File: src/uart_irq_regs.vh
// register offsets, field positions, codes and timing counts for uart interrupt logic
// Behaviour
// - irq out when enabled source active
// - timeout only fifo; threshold only thr-mode
// - priority line, rx, timeout, tx; none 0001
// - line errors give 0110, line-status read clears
// - rx data 0100: char or trigger reached
// - rx clears on read or below trigger
// - timeout 1100 after four idle chars
// - receive buffer read clears timeout
// - tx empty 0010: empty or at threshold
// - tx clears: ident read, write, above threshold
// - threshold mode enabled by enable bit 7
// - threshold mode: irq at or below threshold
// - threshold from fifo control bits 5:4
// - threshold mode: status bit5 means full
// - fifo enable off disables threshold mode
// - otherwise irq and bit5 mean empty
`ifndef UART_IRQ_REGS_VH
`define UART_IRQ_REGS_VH
`define OFS_RX_BUF 8'h00
`define OFS_TX_HOLD 8'h00
`define OFS_IRQ_EN 8'h04
`define OFS_IDENT 8'h08
`define OFS_FIFO_CTRL 8'h08
`define OFS_LINE_STAT 8'h14
`define OFS_CHAR_TIME 8'h40
`define IEN_RX 0
`define IEN_TX 1
`define IEN_LINE 2
`define IEN_THR_MODE 7
`define FCR_FIFO_EN 0
`define FCR_TX_THR_LO 4
`define FCR_TX_THR_HI 5
`define FCR_RX_TRIG_LO 6
`define FCR_RX_TRIG_HI 7
`define LSR_TX_BIT 5
`define ID_NONE 4'h1
`define ID_LINE 4'h6
`define ID_RX 4'h4
`define ID_TIMEOUT 4'hc
`define ID_TX 4'h2
`define FIFO_DEPTH 5'h10
`define TIMEOUT_CHARS 3'h4
`define CHAR_TIME_RST 16'h0010
`endif
File: src/uart_irq_ident.v
// uart interrupt identification, clearing and threshold mode with axi4-lite slave
//
// The register addresses and the AXI4-Lite slave port were chosen for this implementation.
`timescale 1ns/1ps
`include "uart_irq_regs.vh"
module uart_irq_ident (
  input wire clk,
  input wire rst,
  input wire [7:0] s_axi_awaddr,
  input wire s_axi_awvalid,
  output wire s_axi_awready,
  input wire [31:0] s_axi_wdata,
  input wire [3:0] s_axi_wstrb,
  input wire s_axi_wvalid,
  output wire s_axi_wready,
  output reg [1:0] s_axi_bresp,
  output reg s_axi_bvalid,
  input wire s_axi_bready,
  input wire [7:0] s_axi_araddr,
  input wire s_axi_arvalid,
  output wire s_axi_arready,
  output reg [31:0] s_axi_rdata,
  output reg [1:0] s_axi_rresp,
  output reg s_axi_rvalid,
  input wire s_axi_rready,
  input wire [4:0] rxLevel,
  input wire [4:0] txLevel,
  input wire rxPush,
  input wire rxPop,
  input wire overrunErr,
  input wire parityErr,
  input wire framingErr,
  input wire breakDet,
  input wire [7:0] rxData,
  output wire rxPopReq,
  output reg [7:0] txData,
  output reg txWrite,
  output reg uartIrq
);
  reg [7:0] irqEn_r;
  reg [7:0] fifoCtrl_r;
  reg [15:0] charTime_r;
  reg lineErr_r;
  reg txPend_r;
  reg toPend_r;
  reg [15:0] tick_r;
  reg [2:0] idleChars_r;
  reg [7:0] errFlags_r;
  reg awHeld_r;
  reg wHeld_r;
  reg [7:0] awAddr_r;
  reg [31:0] wData_r;
  reg [3:0] wStrb_r;
  wire [3:0] ident;
  wire fifoOn;
  wire thrMode;
  wire rxAct;
  wire txCond;
  wire wrFire;
  wire rdFire;
  wire rdLine;
  wire rdRxBuf;
  wire rdIdent;
  wire wrHold;
  wire [7:0] lineStat;
  reg [4:0] rxTrig;
  reg [4:0] txThr;

  // fifo control trigger fields decode to fill levels
  function [4:0] rxTrigLevel;
    input [1:0] sel;
    begin
      case (sel)
        2'b00: rxTrigLevel = 5'h01;
        2'b01: rxTrigLevel = 5'h04;
        2'b10: rxTrigLevel = 5'h08;
        default: rxTrigLevel = 5'h0e;
      endcase
    end
  endfunction

  function [4:0] txThrLevel;
    input [1:0] sel;
    begin
      case (sel)
        2'b00: txThrLevel = 5'h00;
        2'b01: txThrLevel = 5'h02;
        2'b10: txThrLevel = `FIFO_DEPTH >> 2;
        default: txThrLevel = `FIFO_DEPTH >> 1;
      endcase
    end
  endfunction

  always @* begin
    rxTrig = rxTrigLevel(fifoCtrl_r[`FCR_RX_TRIG_HI:`FCR_RX_TRIG_LO]);
    txThr = txThrLevel(fifoCtrl_r[`FCR_TX_THR_HI:`FCR_TX_THR_LO]);
  end

  assign fifoOn = fifoCtrl_r[`FCR_FIFO_EN];
  assign thrMode = irqEn_r[`IEN_THR_MODE] & fifoOn;
  // level-driven: rx condition follows the fill directly, so it clears itself
  assign rxAct = fifoOn ? (rxLevel >= rxTrig) : (rxLevel != 5'h00);
  assign txCond = thrMode ? (txLevel <= txThr) : (txLevel == 5'h00);

  // axi4-lite write: address and data taken in either order, then one response
  assign s_axi_awready = ~awHeld_r & ~s_axi_bvalid;
  assign s_axi_wready = ~wHeld_r & ~s_axi_bvalid;
  assign wrFire = awHeld_r & wHeld_r & ~s_axi_bvalid;
  assign s_axi_arready = ~s_axi_rvalid;
  assign rdFire = s_axi_arvalid & s_axi_arready;
  assign rdLine = rdFire & (s_axi_araddr == `OFS_LINE_STAT);
  assign rdRxBuf = rdFire & (s_axi_araddr == `OFS_RX_BUF);
  assign rdIdent = rdFire & (s_axi_araddr == `OFS_IDENT);
  assign wrHold = wrFire & (awAddr_r == `OFS_TX_HOLD) & wStrb_r[0];
  assign rxPopReq = rdRxBuf & (rxLevel != 5'h00);

  always @(posedge clk) begin
    if (rst) begin
      awHeld_r <= 1'b0;
      wHeld_r <= 1'b0;
      awAddr_r <= 8'h00;
      wData_r <= 32'h0000_0000;
      wStrb_r <= 4'h0;
      s_axi_bvalid <= 1'b0;
      s_axi_bresp <= 2'b00;
    end else begin
      if (s_axi_awvalid & s_axi_awready) begin
        awHeld_r <= 1'b1;
        awAddr_r <= s_axi_awaddr;
      end
      if (s_axi_wvalid & s_axi_wready) begin
        wHeld_r <= 1'b1;
        wData_r <= s_axi_wdata;
        wStrb_r <= s_axi_wstrb;
      end
      if (wrFire) begin
        awHeld_r <= 1'b0;
        wHeld_r <= 1'b0;
        s_axi_bvalid <= 1'b1;
        case (awAddr_r)
          `OFS_TX_HOLD, `OFS_IRQ_EN, `OFS_FIFO_CTRL, `OFS_CHAR_TIME: s_axi_bresp <= 2'b00;
          default: s_axi_bresp <= 2'b10;
        endcase
      end else if (s_axi_bready) begin
        s_axi_bvalid <= 1'b0;
      end
    end
  end

  // register writes
  always @(posedge clk) begin
    if (rst) begin
      irqEn_r <= 8'h00;
      fifoCtrl_r <= 8'h00;
      charTime_r <= `CHAR_TIME_RST;
      txData <= 8'h00;
      txWrite <= 1'b0;
    end else begin
      txWrite <= wrHold;
      if (wrHold) begin
        txData <= wData_r[7:0];
      end
      if (wrFire & (awAddr_r == `OFS_IRQ_EN) & wStrb_r[0]) begin
        irqEn_r <= wData_r[7:0];
      end
      if (wrFire & (awAddr_r == `OFS_FIFO_CTRL) & wStrb_r[0]) begin
        fifoCtrl_r <= wData_r[7:0];
      end
      if (wrFire & (awAddr_r == `OFS_CHAR_TIME)) begin
        if (wStrb_r[0]) begin
          charTime_r[7:0] <= wData_r[7:0];
        end
        if (wStrb_r[1]) begin
          charTime_r[15:8] <= wData_r[15:8];
        end
      end
    end
  end

  // sticky line errors; a new error in the clearing cycle survives
  always @(posedge clk) begin
    if (rst) begin
      lineErr_r <= 1'b0;
      errFlags_r <= 8'h00;
    end else begin
      lineErr_r <= (lineErr_r & ~rdLine) | overrunErr | parityErr | framingErr | breakDet;
      errFlags_r <= (errFlags_r & ~{8{rdLine}}) |
        {3'b000, breakDet, framingErr, parityErr, overrunErr, 1'b0};
    end
  end

  // tx empty: set on rising condition, cleared by ident read, hold write or leaving threshold
  reg txCondD_r;
  always @(posedge clk) begin
    if (rst) begin
      txPend_r <= 1'b0;
      txCondD_r <= 1'b0;
    end else begin
      txCondD_r <= txCond;
      if (txCond & ~txCondD_r) begin
        txPend_r <= 1'b1;
      end else if (~txCond | wrHold | (rdIdent & (ident == `ID_TX))) begin
        txPend_r <= 1'b0;
      end
    end
  end

  // character timeout: tick counts one character time, four idle ones raise it
  always @(posedge clk) begin
    if (rst) begin
      tick_r <= 16'h0000;
      idleChars_r <= 3'h0;
      toPend_r <= 1'b0;
    end else if (~fifoOn | (rxLevel == 5'h00) | rxPush | rxPop) begin
      tick_r <= 16'h0000;
      idleChars_r <= 3'h0;
      if (~fifoOn | rdRxBuf | (rxLevel == 5'h00)) begin
        toPend_r <= 1'b0;
      end
    end else if (tick_r + 16'h0001 >= charTime_r) begin
      tick_r <= 16'h0000;
      // a buffer read on the wrap cycle must still clear; a fresh timeout wins
      if (rdRxBuf) begin
        toPend_r <= 1'b0;
      end
      if (idleChars_r + 3'h1 == `TIMEOUT_CHARS) begin
        toPend_r <= 1'b1;
        idleChars_r <= `TIMEOUT_CHARS;
      end else if (idleChars_r != `TIMEOUT_CHARS) begin
        idleChars_r <= idleChars_r + 3'h1;
      end
    end else begin
      tick_r <= tick_r + 16'h0001;
      if (rdRxBuf) begin
        toPend_r <= 1'b0;
      end
    end
  end

  wire lineAct = lineErr_r & irqEn_r[`IEN_LINE];
  wire rxEn = rxAct & irqEn_r[`IEN_RX];
  wire toAct = toPend_r & irqEn_r[`IEN_RX] & fifoOn;
  wire txAct = txPend_r & irqEn_r[`IEN_TX];

  uart_irq_prio prio (
    .lineAct(lineAct),
    .rxAct(rxEn),
    .toAct(toAct),
    .txAct(txAct),
    .ident(ident)
  );

  // status bit 5 reports full in threshold mode, otherwise empty
  assign lineStat = {1'b0, (txLevel == 5'h00),
    (thrMode ? (txLevel >= `FIFO_DEPTH) : (txLevel == 5'h00)),
    errFlags_r[4:1], (rxLevel != 5'h00)};

  // read channel
  always @(posedge clk) begin
    if (rst) begin
      s_axi_rvalid <= 1'b0;
      s_axi_rdata <= 32'h0000_0000;
      s_axi_rresp <= 2'b00;
      uartIrq <= 1'b0;
    end else begin
      uartIrq <= lineAct | rxEn | toAct | txAct;
      if (rdFire) begin
        s_axi_rvalid <= 1'b1;
        s_axi_rresp <= 2'b00;
        case (s_axi_araddr)
          `OFS_RX_BUF: s_axi_rdata <= {24'h00_0000, rxData};
          `OFS_IRQ_EN: s_axi_rdata <= {24'h00_0000, irqEn_r};
          `OFS_IDENT: s_axi_rdata <= {24'h00_0000, {2{fifoOn}}, 2'b00, ident};
          `OFS_LINE_STAT: s_axi_rdata <= {24'h00_0000, lineStat};
          `OFS_CHAR_TIME: s_axi_rdata <= {16'h0000, charTime_r};
          default: begin
            s_axi_rdata <= 32'h0000_0000;
            s_axi_rresp <= 2'b10;
          end
        endcase
      end else if (s_axi_rready) begin
        s_axi_rvalid <= 1'b0;
      end
    end
  end
endmodule

File: src/uart_irq_prio.v
// priority encoder from pending sources to identification code
`timescale 1ns/1ps
`include "uart_irq_regs.vh"
module uart_irq_prio (
  input wire lineAct,
  input wire rxAct,
  input wire toAct,
  input wire txAct,
  output reg [3:0] ident
);
  // only five defined codes are ever produced
  always @* begin
    if (lineAct) begin
      ident = `ID_LINE;
    end else if (rxAct) begin
      ident = `ID_RX;
    end else if (toAct) begin
      ident = `ID_TIMEOUT;
    end else if (txAct) begin
      ident = `ID_TX;
    end else begin
      ident = `ID_NONE;
    end
  end
endmodule

File: config.mk
export PLATFORM = sky130hd
export DESIGN_NAME = uart_irq_ident
export DESIGN_NICKNAME = d
export VERILOG_FILES = /design/src/uart_irq_ident.v /design/src/uart_irq_prio.v
export VERILOG_INCLUDE_DIRS = /design/src
export SDC_FILE = /design/constraint.sdc
export NUM_CORES = 1
export LEC_CHECK = 0
export ABC_CLOCK_PERIOD_IN_PS = 2600
export BUFFER_PORTS_ARGS = -buffer_cell sky130_fd_sc_hd__buf_2
export CAP_MARGIN = 20
export CORE_MARGIN = 1.5
export CORE_UTILIZATION = 48
export DETAILED_ROUTE_END_ITERATION = 7
export PLACE_DENSITY = 0.76
export SYNTH_ARGS = -nofsm -noshare
export SYNTH_HDL_FRONTEND = slang
export SYNTH_SLANG_ARGS = --single-unit
File: constraint.sdc
create_clock -name clk -period 2.6 [get_ports clk]
set_input_delay 0.26 -clock clk [delete_from_list [all_inputs] [get_ports clk]]
set_output_delay 0.26 -clock clk [all_outputs]
set_load 0.02 [all_outputs]
## After elaboration in Yosys (flattened, before gate mapping)

Cells that the tools add are included.

- Bits in registers: 139
- Output and inout bits: 52
- Bits of input ports: 83
- Latch bits: 0
- Word-level logic and storage cells: 141
- Memories: 0
- Memory bits (read-only): 0
- RAM bits: 0

- Reduce and logical (&&, ||, !) cells: 19
- Shift operators: 0
- Multipliers: 0
- Add/subtract/negate cells: 2
- Equality and inequality tests: 15
- Bitwise logic cells: 52
- Div/mod/pow operators: 0
- Multiplexer cells: 25
- Order comparisons: 4

Operator list:

| operator | number |
|---|---|
| $pmux W16 S5 | 1 |
| $and A1 B1 Y1 | 27 |
| $pmux W4 S3 | 2 |
| $add A16 B1 Y16 const B | 1 |
| $eq A8 B3 Y1 const B | 2 |
| $eq A8 B4 Y1 const B | 2 |
| $eq A8 B7 Y1 const B | 2 |
| $ge A16 B16 Y1 | 1 |
| $logic_not A8 Y1 | 2 |
| $mux W1 | 14 |
| $or A1 B1 Y1 | 14 |
| $mux W4 | 3 |
| $logic_not A5 Y1 | 2 |
| $and A8 B8 Y8 | 1 |
| $eq A8 B5 Y1 const B | 1 |
| $not A1 Y1 | 8 |
| $not A8 Y8 | 1 |
| $or A8 B5 Y8 | 1 |
| $reduce_bool A2 Y1 | 4 |
| $mux W2 | 3 |
| $mux W3 | 2 |
| $reduce_and A2 Y1 | 3 |
| $ge A5 B5 Y1 | 1 |
| $ge A5 B5 Y1 const B | 1 |
| other kinds (14) | 18 |

## Longest topological paths before layout

Gate-level depths: netlist of run 1.

- Depth after elaboration: 12
- Mapped depth: 14
- Depth with buffers taken out: 13

## Modules after synthesis

Synthesis of run 1 repeated with hierarchy kept, for this count alone.

- Cell total of the unflattened synthesis: 639
- Area, all modules: 5522.8 µm²

By module, submodules not included:

| module | cells each | sequential area each (µm²) | instances | area an instance (µm²) |
|---|---|---|---|---|
| uart_irq_ident | 634 | 2282.2 | 1 | 5484.0 |
| uart_irq_prio | 5 | 0.0 | 1 | 38.8 |

## Worst setup path after synthesis of run 1

No wires, ideal clock.

- Path type: reg-to-reg
- From: register tick_r[0]
- To: register idleChars_r[2]
- Arrival time: 2.633 ns
- Period minus slack after synthesis: 2.725 ns
- Path slack: -0.125 ns
- Path buffers: 1
- Data required time: 2.508 ns
- Library setup time: 0.092 ns
- Stages on the path, launching flop included: 15
- Cell sequence: dfxtp_1 > ha_1 > nand3_1 > nor2_1 > and2_1 > nand4_1 > xnor2_1 > ha_1 > and3_1 > a221oi_1 > nand3b_1 > o22ai_1 > clkbuf_1 > a21oi_1 > o32ai_1

- Word-level cells in the longest chain between the ends: 3

Ends and longest elaborated chain:

| what | line | text |
|---|---|---|
| start, declared | uart_irq_ident.v:46 | `reg [15:0] tick_r;` |
| start signal, assigned | uart_irq_ident.v:233 | `tick_r <= tick_r + 16'h0001;` |
| $add A16 B1 Y16 | uart_irq_ident.v:220 | `end else if (tick_r + 16'h0001 >= charTime_r) begin` |
| $ge A16 B16 Y1 | uart_irq_ident.v:220 |  |
| $reduce_and A2 Y1 (no line) | n/a |  |
| end signal, assigned | uart_irq_ident.v:228 | `` idleChars_r <= `TIMEOUT_CHARS; `` |
| end signal, assigned | uart_irq_ident.v:230 | `idleChars_r <= idleChars_r + 3'h1;` |
| end, declared | uart_irq_ident.v:47 | `reg [2:0] idleChars_r;` |

Every way passes these cells.
A chain may end at the register's enable or synchronous reset.

## Final worst setup path of run 1

- From: register tick_r[1]
- To: register idleChars_r[0]

Same word-level chain as after synthesis.

==> impl_metrics.env, run 1 <==
export IMPL_yosys_top_cells_count="dfxtp_1, nand2_1, nor2_1, a21oi_1, inv_1"
export IMPL_seqPwrFrac_pct=40.8
export IMPL_drt_total_wl_mm=14.5
export IMPL_p_leak_nw=3.24
export IMPL_synth_top_area_cell="dfxtp_1"
export IMPL_clock_power_share_pct=52.3
export IMPL_postRouteAntennaNets=0
export IMPL_period_needed_ns=2.64
export IMPL_hold_viol_final=0
export IMPL_synth_edf_count=0
export IMPL_drive_gt1_share_pct=26.6
export IMPL_peakVddDrop_v=0.000482
export IMPL_start_kind="flip-flop"
export IMPL_cts_inserted_buffers=17
export IMPL_antenna_cells=0
export IMPL_dp_hpwl_mm=9.54
export IMPL_worstMarginPinSlew_ns=0.931
export IMPL_synth_avg_cell_area_um2=8.46
export IMPL_internal_power_w=0.00338
export IMPL_grt_pass1_wl_mm=22.9
export IMPL_clkLatencyLatePin_ns=0.51
export IMPL_h_tree_depth=4
export IMPL_vias_per_cell=5.44
export IMPL_p_sw_share_pct=24.4
export IMPL_rrSetupSlack_ns=-0.04
export IMPL_pwr_density_cell_nw_per_um2=622
export IMPL_io_buffer_count=98
export IMPL_p_comb_share_pct=6.9
export IMPL_overflow=0
export IMPL_yosys_register_bits=114
export IMPL_antenna_found_initial=0
export IMPL_root_buffer="clkbuf_8"
export IMPL_first_iter_violations=256
export IMPL_drc=0
export IMPL_grt_pass1_vias=4954
export IMPL_syn_area_um2=5380
export IMPL_finalSetupViolations=8
export IMPL_cts_buffer_depth=2
export IMPL_fp_dieArea_um2=11900
export IMPL_die_y_um=109
export IMPL_ios=135
export IMPL_yosysMostFrequentCell="dfxtp_1"
export IMPL_clock_skew_ns=0.0106
export IMPL_syn_inst=636
export IMPL_die_width_um=109
export IMPL_relSlewSlack_pct=37.9
export IMPL_tritoncts="yes"
export IMPL_drv_cap=0
export IMPL_fillers=861
export IMPL_synthArstFlopShare_pct=0
export IMPL_crit_fanout=5
export IMPL_routedWlPerCell_um=15.5
export IMPL_ys_warn_count=0
export IMPL_critical_path_required_ns=3.02
export IMPL_ys_flop_type="dfxtp_1"
export IMPL_fin_ws_ns=-0.0441
export IMPL_ys_types=55
export IMPL_cts_num_sinks=114
export IMPL_gp_congestion=0.882
export IMPL_yosysTopAreaCellShare_pct=42.4
export IMPL_grt_max_degree=96
export IMPL_finalNetCount=894
export IMPL_min_period_over_period_pct=102
export IMPL_post_route_util_pct=66.0
export IMPL_routed_via_count=5096
export IMPL_slew_viol_final=0
export IMPL_core_um2=10900
export IMPL_worstSetupEndpointType="flip-flop"
export IMPL_p_total_w=0.00446
export IMPL_area_growth_syn_to_layout_pct=33.5
export IMPL_worstSetupPathType="reg -> reg"
export IMPL_first_pass_iters=7
export IMPL_globalRouteTotalUtil_pct=24.8
export IMPL_num_rows=38
export IMPL_p_sw_w=0.00109
export IMPL_min_delay_path_class="in -> reg"
export IMPL_status="finished, violations left"
export IMPL_violations="negative setup slack"
export IMPL_rsz0062_at_grt="true"
export IMPL_clock_fmax_mhz=378
export IMPL_arrival_ns=3.07
export IMPL_synthTopCellsByArea="dfxtp_1, nand2_1, ha_1"
export IMPL_yosysSeqAreaShare_pct=42.4
export IMPL_initial_core_util_pct=49.4
export IMPL_clk_pin_slew_ns=0.06
-- cells by family (layout without fill, tap and decap cells) --
group / after synthesis / count (layout) / share of synthesized area [%]
buf+inv: 77 / 221 / 6.72
other cells: 1 / 18 / 0.0697
xor+xnor: 14 / 14 / 2.28
flops: 114 / 114 / 42.4
fa+ha+maj: 27 / 27 / 6.28
simple gates: 250 / 250 / 22.4
mux: 32 / 32 / 5.98
compound gates: 121 / 121 / 13.8
-- worst max-delay path, cell delays in order (launching register included) --
cell and delay [ns]:
dfxtp_4 0.37, buf_6 0.10, nand2_2 0.04, nor2_2 0.10, and3_4 0.24, buf_4 0.13, xor2_1 0.26, ha_1 0.33
a221oi_2 0.27, nand3b_1 0.14, o22ai_4 0.14, buf_6 0.15, nor2b_4 0.04, o32ai_2 0.24
-- state kept, by name, indices dropped and copies added (netlist names), 2 cells and up --
signal / count
errFlags_r: 4
txData: 8
s_axi_rdata: 16
idleChars_r: 3
awAddr_r: 8
fifoCtrl_r: 5
wStrb_r: 2
irqEn_r: 8
tick_r: 16
wData_r: 16
charTime_r: 16
-- cells in the final DEF (no fill, tap or decap), types with 4 or more instances in the layout --
master | synthesis | final
a21oi_1 | 62 | 57
a21oi_2 | 0 | 5
a22oi_1 | 16 | 16
a31oi_1 | 4 | 4
and3_1 | 15 | 12
and3_4 | 1 | 4
buf_2 | 4 | 99
buf_4 | 18 | 26
buf_6 | 0 | 4
clkbuf_16 | 0 | 16
clkinvlp_4 | 0 | 4
conb_1 | 1 | 18
dfxtp_1 | 114 | 106
dfxtp_4 | 0 | 5
dlygate4sd3_1 | 0 | 26
ha_1 | 27 | 25
inv_1 | 33 | 33
inv_6 | 0 | 4
mux2i_1 | 31 | 31
nand2_1 | 102 | 99
nand2b_1 | 5 | 5
nand3_1 | 11 | 8
nand3b_1 | 5 | 5
nand4_1 | 5 | 5
nor2_1 | 64 | 62
nor2b_1 | 13 | 12
nor3_1 | 5 | 5
nor4_1 | 4 | 4
o21ai_0 | 12 | 10
xnor2_1 | 10 | 5
xnor2_2 | 0 | 5
xor2_1 | 4 | 4
-- power by group through the flow --
| stage | combinational (W) | sequential [W] | clock [W] |
|---|---|---|---|
| 3_5_place_dp | 0.000271 | 0.00186 | 0 |
| 2_1_floorplan | 0.000188 | 0.00186 | 0 |
| 5_1_grt | 0.000342 | 0.00183 | 0.00241 |
| 6_report | 0.000309 | 0.00182 | 0.00234 |
| 3_3_place_gp | 0.000263 | 0.00186 | 0 |
| 4_1_cts | 0.000301 | 0.00182 | 0.00235 |
-- repair_timing --
action | in CTS | in global routing
setup buffers | 4 | 10
setup endpoints to repair | 20 | 20
gates resized for setup | 23 | 33
hold endpoints to repair | 25 | 1
pin swaps | 10 | 19
hold buffers | 25 | 1
-- area by class of cell --
class	instances	area, um^2	area share, %
Clock inverter	14	178	2.47
Clock buffer	18	418	5.82
Tap cell	140	175	2.44
Multi-Input combinational cell	462	2980	41.5
Timing Repair Buffer	155	996	13.9
Sequential cell	114	2300	32.1
Inverter	34	128	1.78
-- path summary, 6_finish.rpt --
kind / from / end / cells past startpoint
worst max-delay path: tick_r[1] / idleChars_r[0] / 13
worst min-delay path: s_axi_wdata[13] / wData_r[13] / 3
worst max register to register: tick_r[1] / idleChars_r[0] / 13
worst min register to register: txData[1] / txData[1] / 2
-- routing by layer --
layer | global-route usage [%] | vias up | wire [um]
li1 | - | 2478 | -
met1 | 29.3 | 2417 | 6150
met2 | 44.2 | 177 | 7340
met3 | 5.02 | 24 | 753
met4 | 8.74 | 0 | 303
met5 | 0 | - | 0
-- metrics by stage --
stage | hold WS (ns) | TNS, ns | instances | instance area (um^2) | worst slack, ns
after floorplan | 0.360 | 0 | 653 | 5450 | 0.00335
after global placement | 0.440 | -0.733 | 864 | 6000 | -0.0994
after detailed placement | 0.444 | -3.61 | 864 | 6000 | -0.283
after CTS | 0.000478 | -0.114 | 925 | 6970 | -0.0319
after global routing | -0.000628 | -1.70 | 937 | 7180 | -0.161
final | 0.000991 | -0.178 | 937 | 7180 | -0.0441
Power figures use the tool's default switching activity.
==> inputs of run 2 (changes only) <==
Settings changed: ABC_AREA set to 1, CORE_MARGIN 1.5 to unset.
==> run 2 against run 1 <==
The run still ends with negative setup slack left. Routed wire length decreased by 9.1%. Core utilization down 1.2 points. Sequential power about the same. Design area fell by 1.0%. Synthesized area rose by 2.0%. Sequential cell count stayed put. Fmax down 5.4%. Critical path type unchanged. Clock-buffer cell count grew 1. Synthesized cell count rose by 18%. Global-route usage decreased by 1.7 points.
==> impl_metrics.env, run 2 <==
export IMPL_status="finished, violations left"
export IMPL_violations="negative setup slack"
export IMPL_ff2ff_path_depth=20
export IMPL_synthArstFlopShare_pct=0
export IMPL_yosys_register_bits=114
export IMPL_yosysSeqAreaShare_pct=41.6
export IMPL_root_buffer="clkbuf_16"
export IMPL_h_tree_depth=4
export IMPL_worstSetupEndpointType="flip-flop"
export IMPL_synth_edf_count=0
export IMPL_die_width_um=109
export IMPL_min_period_over_period_pct=107
export IMPL_syn_area_um2=5490
export IMPL_period_needed_ns=2.79
export IMPL_critical_path_required_ns=2.89
export IMPL_drc=0
export IMPL_hold_viol_final=0
export IMPL_grt_pass1_vias=4671
export IMPL_clk_pin_slew_ns=0.05
export IMPL_ys_flop_type="dfxtp_1"
export IMPL_synth_top_area_cell="dfxtp_1"
export IMPL_drt_total_wl_mm=13.2
export IMPL_antenna_found_initial=0
export IMPL_dpl_cell_area_um2=6170
export IMPL_clkLatencyLatePin_ns=0.41
export IMPL_syn_inst=750
export IMPL_yosys_top_cells_count="nand2_1, dfxtp_1, nor2_1, inv_1, a21oi_1"
export IMPL_finalNetCount=978
export IMPL_first_pass_iters=5
export IMPL_synth_avg_cell_area_um2=7.32
export IMPL_worstSetupPathType="reg -> reg"
export IMPL_vias_per_cell=5.07
export IMPL_fp_dieArea_um2=11900
export IMPL_area_growth_syn_to_layout_pct=29.5
export IMPL_grt_pass1_wl_mm=21.2
export IMPL_dp_hpwl_mm=9.03
export IMPL_drive_gt1_share_pct=25.1
export IMPL_fillers=914
export IMPL_relSlewSlack_pct=63.3
export IMPL_fin_ws_ns=-0.195
export IMPL_tritoncts="yes"
export IMPL_clock_fmax_mhz=358
export IMPL_final_cell_mix="nand2_1, dfxtp_1, buf_2, inv_1, nor2_1"
export IMPL_synthTopCellsByArea="dfxtp_1, nand2_1, nor2_1"
export IMPL_ys_warn_count=0
export IMPL_clock_skew_ns=0.00637
export IMPL_ios=135
export IMPL_routed_via_count=5168
export IMPL_finalSetupViolations=20
export IMPL_num_rows=38
export IMPL_globalRouteTotalUtil_pct=23.1
export IMPL_final_common_cell="nand2_1"
export IMPL_core_um2=11000
export IMPL_routedWlPerCell_um=13.0
export IMPL_hold_depth=3
export IMPL_ff_latch_area_um2=2290
export IMPL_peakVddDrop_v=0.000374
export IMPL_crit_fanout=4
export IMPL_fin_area_um2=7110
export IMPL_slew_viol_final=0
export IMPL_antenna_cells=0
export IMPL_yosysMostFrequentCell="nand2_1"
export IMPL_io_buffer_count=98
export IMPL_die_y_um=109
export IMPL_gp_congestion=0.862
export IMPL_postRouteAntennaNets=0
export IMPL_yosysTopAreaCellShare_pct=41.6
export IMPL_drv_cap=0
export IMPL_multiInputGateArea_um2=2980
export IMPL_first_iter_violations=280
export IMPL_setup_tns_ns=-2.57
export IMPL_worstMarginPinSlew_ns=0.548
export IMPL_pre_cts_ws_ns=-0.148
export IMPL_rsz0062_at_grt="true"
export IMPL_cts_num_sinks=114
export IMPL_p_leak_nw=3.25
export IMPL_pwr_density_cell_nw_per_um2=645
export IMPL_min_delay_path_class="in -> reg"
export IMPL_initial_core_util_pct=50.0
export IMPL_start_kind="flip-flop"
export IMPL_cts_buffer_depth=2
export IMPL_grt_max_degree=34
export IMPL_ys_types=38
export IMPL_cts_inserted_buffers=17
export IMPL_overflow=0
export IMPL_arrival_ns=3.08
-- run 2: cell count changes after synthesis, moves of 16 or more --
| cell | change |
|---|---|
| a22oi_1 | -16 |
| nor2_1 | +37 |
| inv_1 | +64 |
| nand2_1 | +25 |
| mux2i_1 | -31 |
| o21ai_0 | +62 |
-- run 2: final timing paths --
kind / startpoint / end / slack, ns
max: tick_r[0] / idleChars_r[2] / -0.19
min: framingErr / errFlags_r[3] / 0.08
max reg2reg: tick_r[0] / idleChars_r[2] / -0.19
min reg2reg: txCondD_r / txPend_r / 0.41
-- run 2: stage by stage --
step,power (W),util (%),std cells,hold WS [ns]
finish,0.00458,64.7,1020,0.0774
global route,0.00473,64.7,1020,0.0940
CTS,0.00461,62.3,1019,0.0721
detailed placement,0.00224,56.2,984,0.402
global placement,0.00224,56.2,984,0.390
floorplan,0.00214,-,767,0.377
-- run 2: area by class of cell --
type	count	share of cell area, %
Sequential cell	114	32.2
Inverter	102	5.39
Multi-Input combinational cell	512	41.9
Clock inverter	12	2.18
Timing Repair Buffer	121	9.54
Clock buffer	19	6.37
Tap cell	140	2.46
-- run 2: timing repair --
| action | CTS | global route |
|---|---|---|
| pin swaps | 8 | 21 |
| endpoints found under the setup margin | 20 | 20 |
| setup buffers | 4 | 1 |
| resized for setup | 8 | 61 |
| hold buffers | 0 | 0 |
-- run 2: worst max-delay path: stages, from the launching register on --
cell,delay [ns]
dfxtp_2,0.35
ha_4,0.15
nand3_4,0.07
nor3_4,0.21
nand2_2,0.10
inv_2,0.08
nand3_4,0.08
nor3_4,0.22
nand2_1,0.09
nand2_1,0.09
nand2_2,0.07
inv_2,0.07
ha_4,0.20
nand2_4,0.09
nor2_2,0.05
a21oi_2,0.15
buf_4,0.15
nand3_4,0.09
buf_4,0.16
o21ai_2,0.14
a21oi_1,0.07
-- run 2: routing by layer --
layer | wire length [um] | global-route usage (%)
met5 | 0 | 0
met1 | 5840 | 28.7
met4 | 209 | 9.07
met2 | 6480 | 39.0
met3 | 696 | 4.54
-- run 2: report_power, final --
part | switching [W] | leakage, nW | internal (W)
Sequential | 0.0000290 | 0.930 | 0.00181
Combinational | 0.000241 | 2.02 | 0.000122
Clock | 0.000824 | 0.296 | 0.00156
Total | 0.00109 | 3.25 | 0.00349
-- run 2: kinds of logic (layout without fill, tap and decap cells) --
family / count (synthesis) / in the layout / share of synthesized area, %
XOR/XNOR: 7 / 7 / 1.12
buffers and inverters: 141 / 254 / 11.1
AO/OA/AOI/OAI: 176 / 176 / 17.5
flip-flops: 114 / 114 / 41.6
AND/OR/NAND/NOR: 284 / 284 / 22.5
other: 1 / 18 / 0.0683
adder cells (fa/ha/maj): 27 / 27 / 6.15
==> inputs of run 3 (changes only) <==
Settings changed: ABC_AREA 1 to 0, CTS_CLUSTER_SIZE set to 12, SYNTH_HIERARCHICAL set to 1.
==> run 3 against run 2 <==
The run still ends with negative setup slack left. Sequential cell count unchanged. Global-route usage grew 1.2 points. Critical path depth is 8 lower. Non-clock buffer count stayed put. Sequential share of layout area increased by 1.1 points. Routed wire length increased by 6.7%. Via count is 5.0% lower. Combinational power fell by 13%. Setup slack improved by 0.082 ns. Power fell by 0.90%.
==> impl_metrics.env, run 3 <==
export IMPL_ios=135
export IMPL_finalSetupViolations=20
export IMPL_first_pass_iters=5
export IMPL_seqPwrFrac_pct=40.5
export IMPL_peakVddDrop_v=0.000373
export IMPL_syn_inst=639
export IMPL_die_y_um=109
export IMPL_io_buffer_count=98
export IMPL_dpl_cell_area_um2=6100
export IMPL_ys_flop_type="dfxtp_1"
export IMPL_tritoncts="yes"
export IMPL_root_buffer="clkbuf_16"
export IMPL_synth_edf_count=0
export IMPL_start_kind="flip-flop"
export IMPL_critical_path_required_ns=2.94
export IMPL_yosysSeqAreaShare_pct=41.3
export IMPL_clk_pin_slew_ns=0.05
export IMPL_drv_cap=0
export IMPL_die_width_um=109
export IMPL_final_common_cell="dfxtp_1"
export IMPL_hold_buffers=0
export IMPL_relSlewSlack_pct=39.5
export IMPL_h_tree_depth=4
export IMPL_yosysMostFrequentCell="dfxtp_1"
export IMPL_overflow=0
export IMPL_synth_avg_cell_area_um2=8.64
export IMPL_cts_num_sinks=114
export IMPL_worstSetupPathType="reg -> reg"
export IMPL_final_cell_mix="dfxtp_1, buf_2, nand2_1, nor2_1, a21oi_1"
export IMPL_ff_latch_area_um2=2300
export IMPL_rsz0062_at_grt="true"
export IMPL_clkLatencyLatePin_ns=0.42
export IMPL_drive_gt1_share_pct=26.9
export IMPL_arrival_ns=3.06
export IMPL_rrSetupSlack_ns=-0.11
export IMPL_pwr_density_cell_nw_per_um2=658
export IMPL_status="finished, violations left"
export IMPL_routedWlPerCell_um=15.6
export IMPL_hold_slack_ns=0.0359
export IMPL_crit_fanout=8
export IMPL_fillers=902
export IMPL_area_growth_syn_to_layout_pct=25.0
export IMPL_hold_viol_final=0
export IMPL_drt_total_wl_mm=14.1
export IMPL_gp_congestion=0.853
export IMPL_synthTopCellsByArea="dfxtp_1, mux2i_1, ha_1"
export IMPL_hold_depth=2
export IMPL_period_needed_ns=2.71
export IMPL_yosys_top_cells_count="dfxtp_1, nand2_1, nor2_1, a21oi_1, mux2i_1"
export IMPL_dp_hpwl_mm=9.82
export IMPL_rr_endpoint="tick_r[12]"
export IMPL_first_iter_violations=271
export IMPL_p_sw_w=0.00104
export IMPL_num_rows=38
export IMPL_cts_buffer_depth=2
export IMPL_yosysTopAreaCellShare_pct=41.3
export IMPL_p_sw_share_pct=22.9
export IMPL_grt_pass1_wl_mm=22.0
export IMPL_worstSetupEndpointType="flip-flop"
export IMPL_globalRouteTotalUtil_pct=24.3
export IMPL_p_comb_share_pct=6.9
export IMPL_ys_warn_count=6
export IMPL_routed_via_count=4910
export IMPL_yosys_register_bits=114
export IMPL_antenna_found_initial=0
export IMPL_core_um2=11000
export IMPL_min_from="s_axi_rready"
export IMPL_clock_fmax_mhz=369
export IMPL_postRouteAntennaNets=0
export IMPL_p_total_w=0.00454
export IMPL_worstMarginPinSlew_ns=0.908
export IMPL_drc=0
export IMPL_min_to="s_axi_rvalid"
export IMPL_fin_ws_ns=-0.113
export IMPL_min_period_over_period_pct=104
export IMPL_synth_top_area_cell="dfxtp_1"
export IMPL_syn_area_um2=5520
export IMPL_min_delay_path_class="in -> reg"
export IMPL_ys_types=63
export IMPL_finalNetCount=863
export IMPL_clock_skew_ns=0.00985
export IMPL_clock_power_share_pct=52.6
export IMPL_p_leak_nw=3.11
export IMPL_cts_inserted_buffers=17
export IMPL_fin_area_um2=6900
export IMPL_vias_per_cell=5.43
export IMPL_grt_max_degree=92
export IMPL_rr_startpoint="tick_r[7]"
export IMPL_initial_core_util_pct=50.1
export IMPL_grt_pass1_vias=4870
export IMPL_synthArstFlopShare_pct=0
export IMPL_multiInputGateArea_um2=3050
export IMPL_ff2ff_path_depth=12
export IMPL_slew_viol_final=0
export IMPL_internal_power_w=0.00350
export IMPL_violations="negative setup slack"
export IMPL_fp_dieArea_um2=11900
export IMPL_antenna_cells=0
[run 3: cell count changes after synthesis, sizes merged, moves of 5 or more]
| cell | previous run | this run |
|---|---|---|
| a211oi | 14 | 6 |
| xnor2 | 0 | 9 |
| and2 | 0 | 6 |
| nor2 | 104 | 71 |
| a21oi | 75 | 63 |
| nand2b | 0 | 5 |
| mux2i | 0 | 39 |
| nand2 | 128 | 90 |
| inv | 98 | 27 |
| buf | 22 | 27 |
| a22oi | 0 | 6 |
| nor2b | 0 | 19 |
| o21ai | 74 | 14 |
[run 3: cell families after synthesis]
| family | synth area share [%] |
|---|---|
| AND/OR/NAND/NOR | 24.7 |
| flip-flops | 41.3 |
| AO/OA/AOI/OAI | 11.5 |
| buffers and inverters | 7.07 |
| multiplexers | 7.07 |
| adder cells (fa/ha/maj) | 6.12 |
| XOR/XNOR | 2.22 |
| other | 0.0679 |
[run 3: per-stage QoR]
stage / setup TNS (ns) / std cells / worst slack [ns] / util [%]
after detailed placement: -1.96 / 866 / -0.142 / 55.3
after global routing: -4.01 / 905 / -0.231 / 62.6
final: -1.62 / 905 / -0.113 / 62.6
after CTS: -0.0251 / 904 / -0.0124 / 62.0
after floorplan: 0 / 656 / 0.00192 / -
after global placement: -0.514 / 866 / -0.0369 / 55.3
[run 3: layout make-up]
type                    instances  area share, %
inverters                      27           1.47
repair buffers                121           9.61
well taps                     140           2.54
multi-input cells             472           44.2
clock inverters                 9           1.87
flip-flops and latches        114           33.3
clock buffers                  22           7.02
[run 3: how the worst max path moves through the flow]
stage / startpoint / to / slack (ns) / depth (start not counted)
after floorplan: tick_r[3] / tick_r[10] / 0.002 / 12
after global placement: tick_r[3] / idleChars_r[1] / -0.04 / 12
after detailed placement: tick_r[3] / tick_r[3] / -0.14 / 11
after CTS: tick_r[2] / tick_r[7] / -0.01 / 11
after global routing: tick_r[7] / tick_r[9] / -0.23 / 12
final: tick_r[7] / tick_r[12] / -0.11 / 12
[run 3: power by group through the flow]
stage	clock network, W	logic [W]	registers (W)
after CTS	0.00242	0.000312	0.00184
after floorplan	0	0.000217	0.00187
after global routing	0.00249	0.000349	0.00184
final	0.00239	0.000314	0.00184
after detailed placement	0	0.000310	0.00187
after global placement	0	0.000300	0.00187
[run 3: metal layers]
metal  routed length, um  vias to the layer above  track usage (%)
met4                 340                        0             11.6
met5                   0                        -                0
met1                5780                     2287             27.4
met2                6980                      203             42.4
li1                    -                     2388                -
met3                1010                       32             6.46
[run 3: timing repair]
item | in CTS | in global routing
setup buffers | 6 | 1
gates cloned | 1 | 0
gates resized for setup | 24 | 14
endpoints found under the setup margin | 20 | 22
pin swaps | 17 | 11
[run 3: worst max-delay path: stages (launching register included)]
cell,delay (ns)
dfxtp_2,0.32
and4_1,0.21
and2_4,0.16
nand4_1,0.13
nor2_1,0.15
xor2_1,0.24
ha_1,0.30
nand4_1,0.22
o22ai_2,0.13
a31oi_4,0.21
nand3_2,0.13
or2_4,0.31
nor2b_1,0.14
